`src/inc/ipm_pkg.sv`:
```
package ipm_pkg;
	localparam logic [7:0] ipm_ofs_general = 8'h05;
	localparam int ipm_bit_master_en = 2;
	localparam logic [7:0] ipm_ofs_scl_high = 8'h0a;
	localparam logic [7:0] ipm_ofs_scl_low = 8'h0b;
	localparam logic [7:0] ipm_rst_scl_high = 8'h7a;
	localparam logic [7:0] ipm_rst_scl_low = 8'h7a;
	localparam int ipm_tick_extra = 4;
	localparam int ipm_unit_ns = 40;
	localparam int ipm_clk_ns = 4;
	localparam int ipm_unit_cycles = (ipm_unit_ns + ipm_clk_ns - 1) / ipm_clk_ns;
	localparam int ipm_int_osc_mhz = 25;

	typedef enum logic [3:0] {
		ipm_idle = 4'h0,
		ipm_start = 4'h1,
		ipm_bit_low = 4'h2,
		ipm_bit_high = 4'h3,
		ipm_stop_low = 4'h4,
		ipm_stop_high = 4'h5,
		ipm_lost = 4'h6,
		ipm_done = 4'h7
	} ipm_state_t;

	typedef struct packed {
		logic valid;
		logic read;
		logic [6:0] addr;
		logic [7:0] data;
	} ipm_req_t;

	typedef struct packed {
		logic done;
		logic nack;
		logic [7:0] data;
	} ipm_rsp_t;
endpackage : ipm_pkg

```
`src/rtl/ipm_proxy_master.sv`:
```
`timescale 1ns/1ns
// One instance per receive port instances share the bus pins
// wired-and and settle contention through the bus-busy check and arbitration
module ipm_proxy_master #(
	parameter int unit_cycles = ipm_pkg::ipm_unit_cycles
) (
	// Clock and reset
	input wire logic sys_clk,
	input wire logic reset_n,
	// Reference timebase
	input wire logic ref_present,
	input wire logic ref_tick,
	input wire logic osc_tick,
	// Register port
	input wire logic reg_wr,
	input wire logic [7:0] reg_addr,
	input wire logic [7:0] reg_wdata,
	output logic [7:0] reg_rdata,
	// Remote request from the control channel
	input wire ipm_pkg::ipm_req_t req,
	output ipm_pkg::ipm_rsp_t rsp,
	output logic busy,
	// Local slave stretch
	input wire logic slave_wait,
	output logic slave_scl_hold,
	// I2C pins
	input wire logic scl_in,
	input wire logic sda_in,
	output logic scl_oe,
	output logic sda_oe
);
	initial
	begin
		if (unit_cycles < 1)
			$error("unit_cycles must be at least 1");
	end

	typedef struct packed {
		ipm_pkg::ipm_state_t st;
		logic master_en;
		logic [7:0] scl_high;
		logic [7:0] scl_low;
		logic [7:0] rdata;
		logic [8:0] tcnt;
		logic [7:0] sub;
		logic [4:0] bitn;
		logic [17:0] shreg;
		logic [7:0] rx;
		logic nack;
		logic bus_busy;
		logic scl_oe;
		logic sda_oe;
		logic hold;
		logic pending;
		logic setup;
		logic rd_op;
		logic busy;
		ipm_pkg::ipm_rsp_t rsp;
		logic [1:0] scl_s1;
		logic [1:0] scl_s2;
		logic [1:0] sda_s1;
		logic [1:0] sda_s2;
		logic [1:0] ref_s;
	} ipm_regs_t;

	ipm_regs_t r;
	ipm_regs_t next_r;
	logic tick;
	logic scl_q;
	logic sda_q;
	logic sda_prev;
	logic scl_prev;

	function automatic logic [8:0] ipm_ticks(input logic [7:0] f);
		ipm_ticks = {1'b0, f} + 9'(ipm_pkg::ipm_tick_extra);
	endfunction : ipm_ticks

	assign scl_q = r.scl_s2[0];
	assign sda_q = r.sda_s2[0];
	assign scl_prev = r.scl_s2[1];
	assign sda_prev = r.sda_s2[1];
	// Internal oscillator until the external reference appears
	assign tick = r.ref_s[1] ? ref_tick : osc_tick;

	always_comb
	begin
		next_r = r;
		next_r.rsp.done = 1'b0;
		next_r.scl_s1 = {r.scl_s1[0], scl_in};
		next_r.sda_s1 = {r.sda_s1[0], sda_in};
		next_r.scl_s2 = {r.scl_s2[0], r.scl_s1[1]};
		next_r.sda_s2 = {r.sda_s2[0], r.sda_s1[1]};
		next_r.ref_s = {r.ref_s[0], ref_present};
		// Bus busy tracking from START and STOP seen on the wire
		if (scl_q && scl_prev && sda_prev && !sda_q)
			next_r.bus_busy = 1'b1;
		else if (scl_q && scl_prev && !sda_prev && sda_q)
			next_r.bus_busy = 1'b0;
		if (reg_wr)
		begin
			if (reg_addr == ipm_pkg::ipm_ofs_general)
				next_r.master_en = reg_wdata[ipm_pkg::ipm_bit_master_en];
			else if (reg_addr == ipm_pkg::ipm_ofs_scl_high)
				next_r.scl_high = reg_wdata;
			else if (reg_addr == ipm_pkg::ipm_ofs_scl_low)
				next_r.scl_low = reg_wdata;
		end
		if (reg_addr == ipm_pkg::ipm_ofs_general)
			next_r.rdata = {5'h00, r.master_en, 2'h0};
		else if (reg_addr == ipm_pkg::ipm_ofs_scl_high)
			next_r.rdata = r.scl_high;
		else if (reg_addr == ipm_pkg::ipm_ofs_scl_low)
			next_r.rdata = r.scl_low;
		else
			next_r.rdata = 8'h00;
		// Local slave: stretch while waiting, then present data for the
		// low-time setup before letting SCL go
		if (slave_wait)
		begin
			next_r.hold = 1'b1;
			next_r.pending = 1'b1;
		end
		// Time base: sub is only cleared on each tick; tcnt counts down once per tick
		if (tick)
			next_r.sub = 8'h00;
		if (r.tcnt != 9'h000 && tick)
			next_r.tcnt = r.tcnt - 9'h001;
		// A new wait restarts the setup interval from scratch
		if (slave_wait)
			next_r.setup = 1'b0;
		else if (r.pending && r.st == ipm_pkg::ipm_idle)
		begin
			if (!r.setup)
			begin
				// Data is out now; SCL stays held for the low time
				next_r.tcnt = ipm_ticks(r.scl_low);
				next_r.setup = 1'b1;
			end
			else if (r.tcnt == 9'h000)
			begin
				next_r.hold = 1'b0;
				next_r.pending = 1'b0;
				next_r.setup = 1'b0;
			end
		end
		case (r.st)
			ipm_pkg::ipm_idle:
			begin
				next_r.scl_oe = 1'b0;
				next_r.sda_oe = 1'b0;
				// Blocked while enable is clear retried when bus free
				if (req.valid && r.master_en && !r.bus_busy && !r.pending)
				begin
					next_r.busy = 1'b1;
					// Reads release SDA on the data byte so the slave drives it
					next_r.shreg = {req.addr, req.read, 1'b1,
						req.read ? 8'hff : req.data, 1'b1};
					next_r.rd_op = req.read;
					next_r.bitn = 5'd18;
					next_r.nack = 1'b0;
					next_r.sda_oe = 1'b1;
					next_r.tcnt = ipm_ticks(r.scl_high);
					next_r.st = ipm_pkg::ipm_start;
				end
			end
			ipm_pkg::ipm_start:
				if (r.tcnt == 9'h000)
				begin
					next_r.scl_oe = 1'b1;
					next_r.tcnt = ipm_ticks(r.scl_low);
					next_r.st = ipm_pkg::ipm_bit_low;
				end
			ipm_pkg::ipm_bit_low:
			begin
				next_r.sda_oe = !r.shreg[17];
				if (r.tcnt == 9'h000)
				begin
					next_r.scl_oe = 1'b0;
					next_r.tcnt = ipm_ticks(r.scl_high);
					next_r.st = ipm_pkg::ipm_bit_high;
				end
			end
			ipm_pkg::ipm_bit_high:
				// Restart the high count while another master stretches SCL
				if (!scl_q)
					next_r.tcnt = ipm_ticks(r.scl_high);
				else if (r.shreg[17] && !sda_q && r.bitn != 5'd10 &&
					r.bitn != 5'd1 && !(r.rd_op && r.bitn < 5'd10))
				begin
					// Released one but saw zero: arbitration lost
					next_r.scl_oe = 1'b0;
					next_r.sda_oe = 1'b0;
					next_r.st = ipm_pkg::ipm_lost;
				end
				else if (r.tcnt == 9'h000)
				begin
					// The closing ack of a read is the master's own release
					if (r.bitn == 5'd10 || (r.bitn == 5'd1 && !r.rd_op))
						next_r.nack = r.nack | sda_q;
					else if (r.bitn == 5'd1)
						next_r.nack = r.nack;
					else if (r.bitn < 5'd10)
						next_r.rx = {r.rx[6:0], sda_q};
					next_r.shreg = {r.shreg[16:0], 1'b1};
					next_r.bitn = r.bitn - 5'd1;
					next_r.scl_oe = 1'b1;
					next_r.tcnt = ipm_ticks(r.scl_low);
					next_r.st = (r.bitn == 5'd1) ? ipm_pkg::ipm_stop_low
						: ipm_pkg::ipm_bit_low;
				end
			ipm_pkg::ipm_stop_low:
			begin
				next_r.sda_oe = 1'b1;
				if (r.tcnt == 9'h000)
				begin
					next_r.scl_oe = 1'b0;
					next_r.tcnt = ipm_ticks(r.scl_high);
					next_r.st = ipm_pkg::ipm_stop_high;
				end
			end
			ipm_pkg::ipm_stop_high:
				if (r.tcnt == 9'h000)
				begin
					next_r.sda_oe = 1'b0;
					next_r.st = ipm_pkg::ipm_done;
				end
			ipm_pkg::ipm_lost:
				// Lines already released; go back and retry once bus frees
				next_r.st = ipm_pkg::ipm_idle;
			ipm_pkg::ipm_done:
			begin
				next_r.rsp.done = 1'b1;
				next_r.rsp.nack = r.nack;
				next_r.rsp.data = r.rx;
				next_r.busy = 1'b0;
				next_r.st = ipm_pkg::ipm_idle;
			end
			default:
				next_r.st = ipm_pkg::ipm_idle;
		endcase
		if (r.st == ipm_pkg::ipm_lost)
			next_r.busy = 1'b1;
	end

	always_ff @(posedge sys_clk or negedge reset_n)
	begin
		if (!reset_n)
		begin
			r <= '0;
			r.master_en <= 1'b0;
			r.scl_high <= ipm_pkg::ipm_rst_scl_high;
			r.scl_low <= ipm_pkg::ipm_rst_scl_low;
			r.scl_s1 <= 2'h3;
			r.scl_s2 <= 2'h3;
			r.sda_s1 <= 2'h3;
			r.sda_s2 <= 2'h3;
		end
		else
			r <= next_r;
	end

	assign reg_rdata = r.rdata;
	assign rsp = r.rsp;
	assign busy = r.busy;
	assign slave_scl_hold = r.hold;
	assign scl_oe = r.scl_oe;
	assign sda_oe = r.sda_oe;
endmodule : ipm_proxy_master

```
`config.mk`:
```
export PLATFORM = sky130hd
export DESIGN_NAME = ipm_proxy_master
export DESIGN_NICKNAME = d
export VERILOG_FILES = /design/src/inc/ipm_pkg.sv /design/src/rtl/ipm_proxy_master.sv
export SDC_FILE = /design/constraint.sdc
export NUM_CORES = 1
export LEC_CHECK = 0
export ABC_CLOCK_PERIOD_IN_PS = 7400
export BUFFER_PORTS_ARGS = -buffer_cell sky130_fd_sc_hd__buf_2
export CORE_ASPECT_RATIO = 0.9
export CORE_MARGIN = 2
export CORE_UTILIZATION = 63
export DETAILED_ROUTE_END_ITERATION = 8
export PLACE_DENSITY = 0.85
export SLEW_MARGIN = 20
export SYNTH_ARGS = -nofsm -noshare
export SYNTH_HDL_FRONTEND = slang
export SYNTH_SLANG_ARGS = --single-unit
```
`constraint.sdc`:
```
create_clock -name sys_clk -period 7.4 [get_ports sys_clk]
set_input_delay 0.74 -clock sys_clk [delete_from_list [all_inputs] [get_ports sys_clk]]
set_output_delay 0.74 -clock sys_clk [all_outputs]
set_load 0.01 [all_outputs]
```
==> results of run 1 <==
-- power by group through the flow --
stage | sequential (mW) | combinational, mW | clock (mW)
after floorplan | 0.662 | 0.515 | 0
after global placement | 0.704 | 0.638 | 0
after detailed placement | 0.709 | 0.652 | 0
after CTS | 0.699 | 0.654 | 0.361
after global routing | 0.714 | 0.730 | 0.385
final | 0.703 | 0.671 | 0.353
-- through the flow --
| step | util, % | power, mW | std cells | setup slack, ns |
|---|---|---|---|---|
| 6_report | 69.21 | 1.727 | 713 | 4.115 |
| 5_1_grt | 69.21 | 1.829 | 713 | 3.887 |
| 4_1_cts | 69.21 | 1.714 | 713 | 4.179 |
| 3_5_place_dp | 66.83 | 1.361 | 697 | 4.228 |
| 3_3_place_gp | 66.83 | 1.342 | 697 | 4.368 |
| 2_1_floorplan | - | 1.176 | 557 | 4.776 |
-- synth_stat cells (all sizes together), types with 6 or more instances --
master  instances  share of area (%)
a21oi          35                3.3
a22oi           8                1.1
a31oi          13                1.5
buf            32                4.1
clkbuf         16                1.1
dfrtp          79                 36
dfstp          18                8.7
ha              7                1.6
inv            13               0.90
mux2           37                7.7
mux2i          14                2.6
nand2          38                2.6
nand2b          6               0.69
nand3          17                1.7
nor2           58                4.1
nor3           12                1.2
o21ai          38                3.5
o22ai           9                1.0
o31ai           7               0.97
xor2            9                1.5
-- per-layer routing --
layer	vias to the layer above	global-route usage (%)	part of all wire, %
li1	2085	-	-
met1	2115	40.49	43
met2	229	42.16	45
met3	38	6.784	8.7
met4	0	10.67	2.6
met5	-	0	0
-- sequential cells by signal, summed over array words and instances (netlist names) --
signal	count
reg_rdata	8
r	68
busy	1
next_r	7
scl_oe	1
slave_scl_hold	1
rsp	10
sda_oe	1
-- final timing paths --
check | start | to | slack (ns) | depth (start not counted)
setup / recovery | r[68]$_DFF_PN0_ | r[59]$_DFFE_PN0P_ | 4.12 | 9
hold / removal | reset_n | r[1]$_DFF_PN0_ | 0.34 | 1
setup reg to reg | r[68]$_DFF_PN0_ | r[59]$_DFFE_PN0P_ | 4.12 | 9
hold reg to reg | next_r[1]$_DFF_PN0_ | r[1]$_DFF_PN0_ | 0.36 | 0
max in group asynchronous | reset_n | r[30]$_DFFE_PN0P_ | 6.01 | 2
min in group sys_clk | next_r[1]$_DFF_PN0_ | r[1]$_DFF_PN0_ | 0.36 | 0
-- layout make-up --
cell class                 instances  area (µm²)
multi-input combinational        397        2655
inverter                          15       56.30
clock buffer                      10       127.6
fill                             697        2614
sequential                        97        2450
tap                              119       148.9
clock inverter                     6       73.82
timing repair buffer              69       362.8
-- logic make-up (layout without fill, tap and decap cells) --
group | Yosys count | count (layout)
AND/OR/NAND/NOR | 165 | 165
adder cells (fa/ha/maj) | 7 | 7
XOR/XNOR | 14 | 14
AO/OA/AOI/OAI | 160 | 160
multiplexers | 51 | 51
buffers and inverters | 63 | 100
flip-flops | 97 | 97
==> qor.yml, run 1 <==
timing:
  hold_slack_ns: 0.3422
  max_slew_margin_pct: 32.69
  fmax_ghz: 0.3044
  skew_ns: 0.01450
  tightest_slew_ns: 1.004
  hold_viol: 0
  fin_crit_sh_pct: 44.39
  setup_violations: 0
  period_needed_ns: 3.285
  finalMaxSlewViolations: 0
  rsz0062_at_grt: "false"
  timing.setup.tns_ns: 0
finish:
  final_common_cell: "dfrtp_1"
  design_area_um2: 5874
  diodes: 0
  area_growth_pct: 8.205
  layout-drive-gt1-share_pct: 25.25
  nets: 638
  final_cell_mix: "dfrtp_1, buf_2, nor2_1, nand2_1, mux2_2"
logic_synthesis:
  synth_edf_count: 0
  synth.net_count: 606
  ys.flop_type: "dfrtp_1"
  synth_top_family_by_area: "compound AO/OA/AOI/OAI gates"
  netlist_instances: 557
  syn-cell-area_um2: 5429
  async_flop_share_pct: 100.0
  synth_cell_types: 69
  synth_warnings: 0
  synth_compound_area_share_pct: 19.17
  syn_avg_cell_area_um2: 9.747
  synth-seq-cells: 97
  synthAdderAreaFrac_pct: 1.613
  synth-xor-area-share_pct: 2.259
  synth-simple-area-share_pct: 15.35
  synth_mux_area_share_pct: 10.26
  synth_seq_area_share_pct: 45.13
clocking:
  cts_root_buf: "clkbuf_8"
  cts.repair.resized: 0
  path_clk_slew_ns: 0.10
  numCtsBuffers: 9
  numClockSinks: 97
  cts_buffer_depth: 2
  cts_tree: "built"
  cts_setup_buffers: 0
  postCtsHoldBufs: 0
  clkLatencyLatePin_ns: 0.36
  htree_levels: 3
worst_setup_path:
  critPathBufInv: 2
  crit_path_cell_trace: "inv_1 -> ha_1 -> nor2b_1 -> and3_1 -> o21ai_1 -> o31ai_4 -> buf_4 -> o21a_1 -> o22a_1"
  max_stage_delay_ns: 0.72
  worst_path_max_delay_cell: "and3_1"
  crit_arrival_ns: 3.59
  cp_max_fo: 38
  critPathTopFamily: "simple AND/OR/NAND/NOR gates"
  crit_path_end_kind: "flop"
  critical_path_class: "flop to flop"
  required_ns: 7.70
  start_kind: "flop"
run:
  maxCapViolCount: 0
global_route:
  antenna_found_initial: 0
  grt_overflow: 0
  first_global_vias: 4325
  grt_pass1_wl_um: 21010
  grt_start_max_net_pins: 55
  gr-usage-all-layers_pct: 28.41
power:
  p_leak_nw: 2.620
  peakVddDrop_v: 0.0001590
  clock_power_share_pct: 20.4
  pwr-share-comb_pct: 38.9
  switching_power_mw: 0.7011
  p_per_area_nw_per_um2: 294.0
  internal_power_mw: 1.026
  p_sw_share_pct: 40.60
  seqPwrFrac_pct: 40.7
floorplanning:
  die_x_um: 101.9
  core_um2: 8488
  io_pins: 64
  fp.dieArea_um2: 9377
  die_h_um: 92.07
  num_rows: 32
  start_util_pct: 63.96
placement:
  io_buffers: 63
  place_hpwl_um: 9139
  placed_area_um2: 5673
  place.gp.congestion: 0.9550
drt:
  wirelength_um: 12670
  drc_errors: 0
  wl_per_cell_um: 17.76
  dr.first_iter.drc_count: 521
  viasPerCell: 6.265
  num_vias: 4467
  detail-route-antenna-nets: 0
  first_pass_iters: 6
hold_path:
  hold_path_class: "input pin to async pin"
outcome:
  status: "finished clean"
(Power assumes the default switching activity.)
==> run 2: changes to the inputs <==
--- a/config.mk
+++ b/config.mk
@@ -5,13 +5,13 @@
 export SDC_FILE = /design/constraint.sdc
 export NUM_CORES = 1
 export LEC_CHECK = 0
-export ABC_CLOCK_PERIOD_IN_PS = 7400
+export ABC_CLOCK_PERIOD_IN_PS = 3100
 export BUFFER_PORTS_ARGS = -buffer_cell sky130_fd_sc_hd__buf_2
 export CORE_ASPECT_RATIO = 0.9
 export CORE_MARGIN = 2
-export CORE_UTILIZATION = 63
+export CORE_UTILIZATION = 59
 export DETAILED_ROUTE_END_ITERATION = 8
-export PLACE_DENSITY = 0.85
+export PLACE_DENSITY = 0.81
 export SLEW_MARGIN = 20
 export SYNTH_ARGS = -nofsm -noshare
 export SYNTH_HDL_FRONTEND = slang
==> constraint.sdc (replaced) <==
create_clock -name sys_clk -period 3.1 [get_ports sys_clk]
set_input_delay 0.31 -clock sys_clk [delete_from_list [all_inputs] [get_ports sys_clk]]
set_output_delay 0.31 -clock sys_clk [all_outputs]
set_load 0.01 [all_outputs]
==> qor.yml, run 2 (same netlist as run 1, synthesis figures left out) <==
timing:
  finalMaxSlewViolations: 0  # unchanged
  period_needed_ns: 2.829  # -0.4553 ns
  fin_crit_sh_pct: 91.27  # +47 points
  max_slew_margin_pct: 57.19  # +24 points
  timing.setup.tns_ns: 0  # unchanged
  setup_violations: 0  # unchanged
  hold_slack_ns: 0.01669  # -0.3255 ns
  rsz0062_at_grt: "false"
  tightest_slew_ns: 0.6333  # -0.3709 ns
  fmax_ghz: 0.3534  # +16%
  hold_viol: 0  # unchanged
  skew_ns: 0.01350  # -0.001007 ns
worst_setup_path:
  crit_path_cell_trace: "inv_1 -> ha_1 -> nor4b_1 -> and2_1 -> nand3_1 -> nor4_4 -> mux2_2"
  crit_path_end_kind: "flop"
  crit_arrival_ns: 3.09  # -0.50 ns
  start_kind: "flop"
  required_ns: 3.36  # -4.34 ns
  max_stage_delay_ns: 0.55  # -0.17 ns
  worst_path_max_delay_cell: "nor4b_1"
  r2r_slack_ns: 0.27  # -3.84 ns
  critical_path_class: "flop to flop"
  cp_max_fo: 8  # -79%
clocking:
  cts_buffer_depth: 2  # unchanged
  htree_levels: 3  # unchanged
  path_clk_slew_ns: 0.11  # about the same
  cts_tree: "built"
  numClockSinks: 97  # unchanged
  cts_root_buf: "clkbuf_8"
  numCtsBuffers: 9  # unchanged
  clkLatencyLatePin_ns: 0.38  # +0.02 ns
drt:
  wl_met3_um: 1286  # +16%
  met1Wirelength_um: 5702  # +3.5%
  wl_met2_um: 5802  # +1.4%
  wirelength_um: 13290  # +5.0%
  first_pass_iters: 5  # -1
  viasPerCell: 6.387  # +2.0%
  top_layer: "met4"
  wl_per_cell_um: 18.26  # +2.8%
  detail-route-antenna-nets: 0  # unchanged
  drc_errors: 0  # unchanged
  num_vias: 4650  # +4.1%
  dr.first_iter.drc_count: 466  # -11%
global_route:
  grt_start_max_net_pins: 47  # -15%
  gr-usage-all-layers_pct: 27.96  # -0.45 points
  grt_overflow: 0  # unchanged
  antenna_found_initial: 0  # unchanged
  grt_pass1_wl_um: 22090  # +5.1%
  first_global_vias: 4426  # +2.3%
run:
  maxCapViolCount: 0  # unchanged
finish:
  layout-drive-gt1-share_pct: 26.73  # +1.5 points
  final_common_cell: "dfrtp_1"
  multi_input_area_um2: 2655  # unchanged
  area_growth_pct: 10.30
  final_cell_mix: "dfrtp_1, buf_2, nor2_1, nand2_1, mux2_2"
  fill_cells: 693  # -0.57%
  nets: 650  # +1.9%
  largest_register: "r"
  diodes: 0  # unchanged
  regArea_um2: 2450  # unchanged
  largest_reg_flops: 68  # unchanged
power:
  p_per_area_nw_per_um2: 711.4  # +140%
  finalPower_mw: 4.260  # +150%
  p_leak_nw: 2.694  # +2.8%
  peakVddDrop_v: 0.0003686  # +130%
floorplanning:
  fp.dieArea_um2: 9986  # +6.5%
  die_x_um: 105.1  # +3.2%
  start_util_pct: 60.04  # -3.9 points
  die_h_um: 95  # +3.2%
  io_pins: 64  # unchanged
  num_rows: 33  # +3.1%
  core_um2: 9042  # +6.5%
hold_path:
  hold_path_class: "input pin to flop"
placement:
  place_hpwl_um: 9360  # +2.4%
  place.gp.congestion: 1.009  # +5.6%
  io_buffers: 63  # unchanged
outcome:
  status: "finished clean"
## run 2: cell types whose count changed in the layout (fill, tap and decap cells not counted), sizes merged
cell / previous run / this run
buf: 69 / 80
clkinv: 2 / 3
clkinvlp: 2 / 0
dlygate4sd3: 0 / 1
inv: 16 / 17
## run 2: layout make-up
class | count | share of cell area [%]
multi-input combinational | 397 | 44.34
sequential | 97 | 40.91
timing repair buffer | 81 | 7.606
tap | 122 | 2.549
clock buffer | 10 | 2.298
clock inverter | 6 | 1.358
inverter | 15 | 0.9402
## run 2: report_power, final
part	switching, mW	internal, mW	total, mW	leakage, nW
sequential	0.165	1.45	1.61	1.23
combinational	1.09	0.656	1.74	1.35
clock	0.488	0.414	0.902	0.111
## run 2: worst max-delay path: cells and delay by family, from the launching register on
kind | cells | cell delay (ns)
AND/OR/NAND/NOR | 4 | 1.55
flip-flops | 1 | 0.45
multiplexers | 1 | 0.40
adder cells (fa/ha/maj) | 1 | 0.20
buffers and inverters | 1 | 0.12
## run 2: final timing paths
kind | end | cells past startpoint | from
max | r[30]$_DFFE_PN0P_ | 7 | r[68]$_DFF_PN0_
min | next_r[9]$_DFF_PN1_ | 1 | scl_in
max reg2reg | r[30]$_DFFE_PN0P_ | 7 | r[68]$_DFF_PN0_
min reg2reg | next_r[3]$_DFF_PN1_ | 0 | next_r[2]$_DFF_PN1_
max in group asynchronous | r[36]$_DFFE_PN0P_ | 3 | reset_n
min in group asynchronous | reg_rdata[2]$_DFF_PN0_ | 2 | reset_n
## run 2: metal layers
layer  up-vias  GRT usage (%)
met5         -              0
met4         0          10.67
met3        60          5.797
met2       283          43.13
met1      2203          39.15
li1       2104              -
## run 2: stage by stage
stage	cell area (µm²)	setup WS (ns)	instances	util, %
4_1_cts	5988	0.3087	728	66.22
3_5_place_dp	5759	0.3731	711	63.69
3_3_place_gp	5759	0.5483	711	63.69
6_report	5988	0.2706	728	66.22
2_1_floorplan	5429	0.7756	557	-
5_1_grt	5988	0.05123	728	66.22
## run 2: what timing repair did
action,4_1_cts,5_1_grt
endpoints found under the hold margin,34,0
buffers inserted,0,0
hold buffers,1,0
gates resized for setup,0,0
==> run 3: changes to the inputs <==
--- a/config.mk
+++ b/config.mk
@@ -8,7 +8,6 @@
 export ABC_CLOCK_PERIOD_IN_PS = 3100
 export BUFFER_PORTS_ARGS = -buffer_cell sky130_fd_sc_hd__buf_2
 export CORE_ASPECT_RATIO = 0.9
-export CORE_MARGIN = 2
 export CORE_UTILIZATION = 59
 export DETAILED_ROUTE_END_ITERATION = 8
 export PLACE_DENSITY = 0.81
==> constraint.sdc (replaced) <==
create_clock -name sys_clk -period 3.1 [get_ports sys_clk]
set_input_delay 0.465 -clock sys_clk [delete_from_list [all_inputs] [get_ports sys_clk]]
set_output_delay 0.465 -clock sys_clk [all_outputs]
set_load 0.01 [all_outputs]
==> qor.yml, run 3 (same netlist as run 1, synthesis figures left out) <==
timing:
  max_slew_margin_pct: 45.92  # -11 points
  fmax_ghz: 0.3879  # +9.7%
  hold_viol: 0  # unchanged
  timing.setup.tns_ns: 0  # unchanged
  setup_slack_ns: 0.5217  # +0.2511 ns
  skew_ns: 0.01805  # +0.004556 ns
  setup_violations: 0  # unchanged
  tightest_slew_ns: 0.8112  # +0.1779 ns
  period_needed_ns: 2.578  # -0.2511 ns
  finalMaxSlewViolations: 0  # unchanged
  fin_crit_sh_pct: 83.17  # -8.1 points
  rsz0062_at_grt: "false"
worst_setup_path:
  r2r_slack_ns: 0.52  # +0.25 ns
  endpoint: "r[59]$_DFFE_PN0P_"
  start_kind: "flop"
  r2r_end: "r[59]$_DFFE_PN0P_"
  r2r_cells: 9  # +2
  crit_arrival_ns: 2.90  # -0.19 ns
  regToRegStartpoint: "r[68]$_DFF_PN0_"
  cp_max_fo: 38  # +30
  startpoint: "r[68]$_DFF_PN0_"
  critical_path_class: "flop to flop"
  crit_path_end_kind: "flop"
  required_ns: 3.42  # +0.06 ns
clocking:
  clkLatencyLatePin_ns: 0.38  # about the same
  htree_levels: 3  # unchanged
  cts_root_buf: "clkbuf_8"
  numClockSinks: 97  # unchanged
  postCtsHoldBufs: 0  # -1
  cts_tree: "built"
  numCtsBuffers: 9  # unchanged
  cts_buffer_depth: 2  # unchanged
  cts_setup_buffers: 0  # unchanged
  path_clk_slew_ns: 0.11  # about the same
  cts.repair.resized: 0  # unchanged
drt:
  viasPerCell: 6.244  # -2.2%
  first_pass_iters: 5  # unchanged
  drc_errors: 0  # unchanged
  num_vias: 4533  # -2.5%
  dr.first_iter.drc_count: 356  # -24%
  wirelength_um: 12980  # -2.4%
  wl_per_cell_um: 17.88  # -2.1%
  detail-route-antenna-nets: 0  # unchanged
finish:
  diodes: 0  # unchanged
  regArea_um2: 2450  # unchanged
  multi_input_area_um2: 2655  # unchanged
  final_common_cell: "dfrtp_1"
  final_cell_mix: "dfrtp_1, buf_2, nor2_1, nand2_1, mux2_2"
  layout-drive-gt1-share_pct: 27.02  # +0.29 points
  nets: 651  # +0.15%
  largest_reg_flops: 68  # unchanged
  area_growth_pct: 10.62
  largest_register: "r"
  fill_cells: 716  # +3.3%
outcome:
  status: "finished clean"
floorplanning:
  num_rows: 32  # -3.0%
  fp.dieArea_um2: 9590  # -4.0%
  io_pins: 64  # unchanged
  die_h_um: 93  # -2.1%
  core_um2: 8728  # -3.5%
  die_x_um: 103.1  # -1.9%
  start_util_pct: 62.20  # +2.2 points
placement:
  place_ws_ns: 0.4974  # +0.1243 ns
  place.gp.congestion: 0.9732  # -3.5%
  io_buffers: 63  # unchanged
  place_hpwl_um: 9411  # +0.55%
global_route:
  grt_overflow: 0  # unchanged
  grt_start_max_net_pins: 91  # +94%
  grt_pass1_wl_um: 21140  # -4.3%
  gr-usage-all-layers_pct: 29.07  # +1.1 points
  antenna_found_initial: 0  # unchanged
  first_global_vias: 4231  # -4.4%
power:
  peakVddDrop_v: 0.0004114  # +12%
  p_per_area_nw_per_um2: 714.7  # +0.46%
  p_leak_nw: 2.704  # +0.39%
run:
  maxCapViolCount: 0  # unchanged
hold_path:
  hold_path_class: "input pin to async pin"
-- run 3: cell type report --
cell class,count,share of cell area (%)
multi-input combinational,397,44.21
sequential,97,40.79
timing repair buffer,82,7.937
tap,119,2.479
clock buffer,10,2.292
clock inverter,6,1.354
inverter,15,0.9375
-- run 3: worst max-delay path, cell delays in order, from the launching register on --
cell	delay (ns)
dfrtp_1	0.45
inv_1	0.13
ha_1	0.19
nor2b_1	0.42
and3_1	0.28
o21ai_1	0.21
o31ai_4	0.36
buf_12	0.23
o21a_1	0.14
o22a_1	0.12
-- run 3: metal layers --
layer	vias up	share of wire [%]	wire length (µm)	GRT usage [%]
met5	-	0	0	0
met4	0	2.8	366	11.85
met3	33	8.1	1050	5.904
met2	214	45	5830	43.06
met1	2166	44	5731	41.69
li1	2120	-	-	-
-- run 3: worst min-delay path by stage --
stage | from | end | slack [ns]
2_1_floorplan | reset_n | busy$_DFFE_PN0P_ | 0.17
3_3_place_gp | next_r[1]$_DFF_PN0_ | r[1]$_DFF_PN0_ | 0.33
3_5_place_dp | next_r[1]$_DFF_PN0_ | r[1]$_DFF_PN0_ | 0.34
4_1_cts | sda_in | next_r[5]$_DFF_PN1_ | 0.17
5_1_grt | sda_in | next_r[5]$_DFF_PN1_ | 0.15
6_report | reset_n | r[68]$_DFF_PN0_ | 0.10
-- run 3: metrics by stage --
stage / instance area (µm²) / cells / total power, mW / util, % / hold WS, ns
2_1_floorplan: 5429 / 557 / 2.808 / - / 0.1694
3_3_place_gp: 5783 / 710 / 3.317 / 66.26 / 0.3328
3_5_place_dp: 5783 / 710 / 3.359 / 66.26 / 0.3418
4_1_cts: 6002 / 726 / 4.269 / 68.76 / 0.1654
5_1_grt: 6006 / 726 / 4.532 / 68.81 / 0.1547
6_report: 6006 / 726 / 4.292 / 68.81 / 0.1022
-- run 3: report_power, final --
| part | total [mW] | internal (mW) | switching, mW |
|---|---|---|---|
| Sequential | 1.60 | 1.45 | 0.154 |
| Clock | 0.894 | 0.414 | 0.480 |
| Combinational | 1.80 | 0.688 | 1.11 |
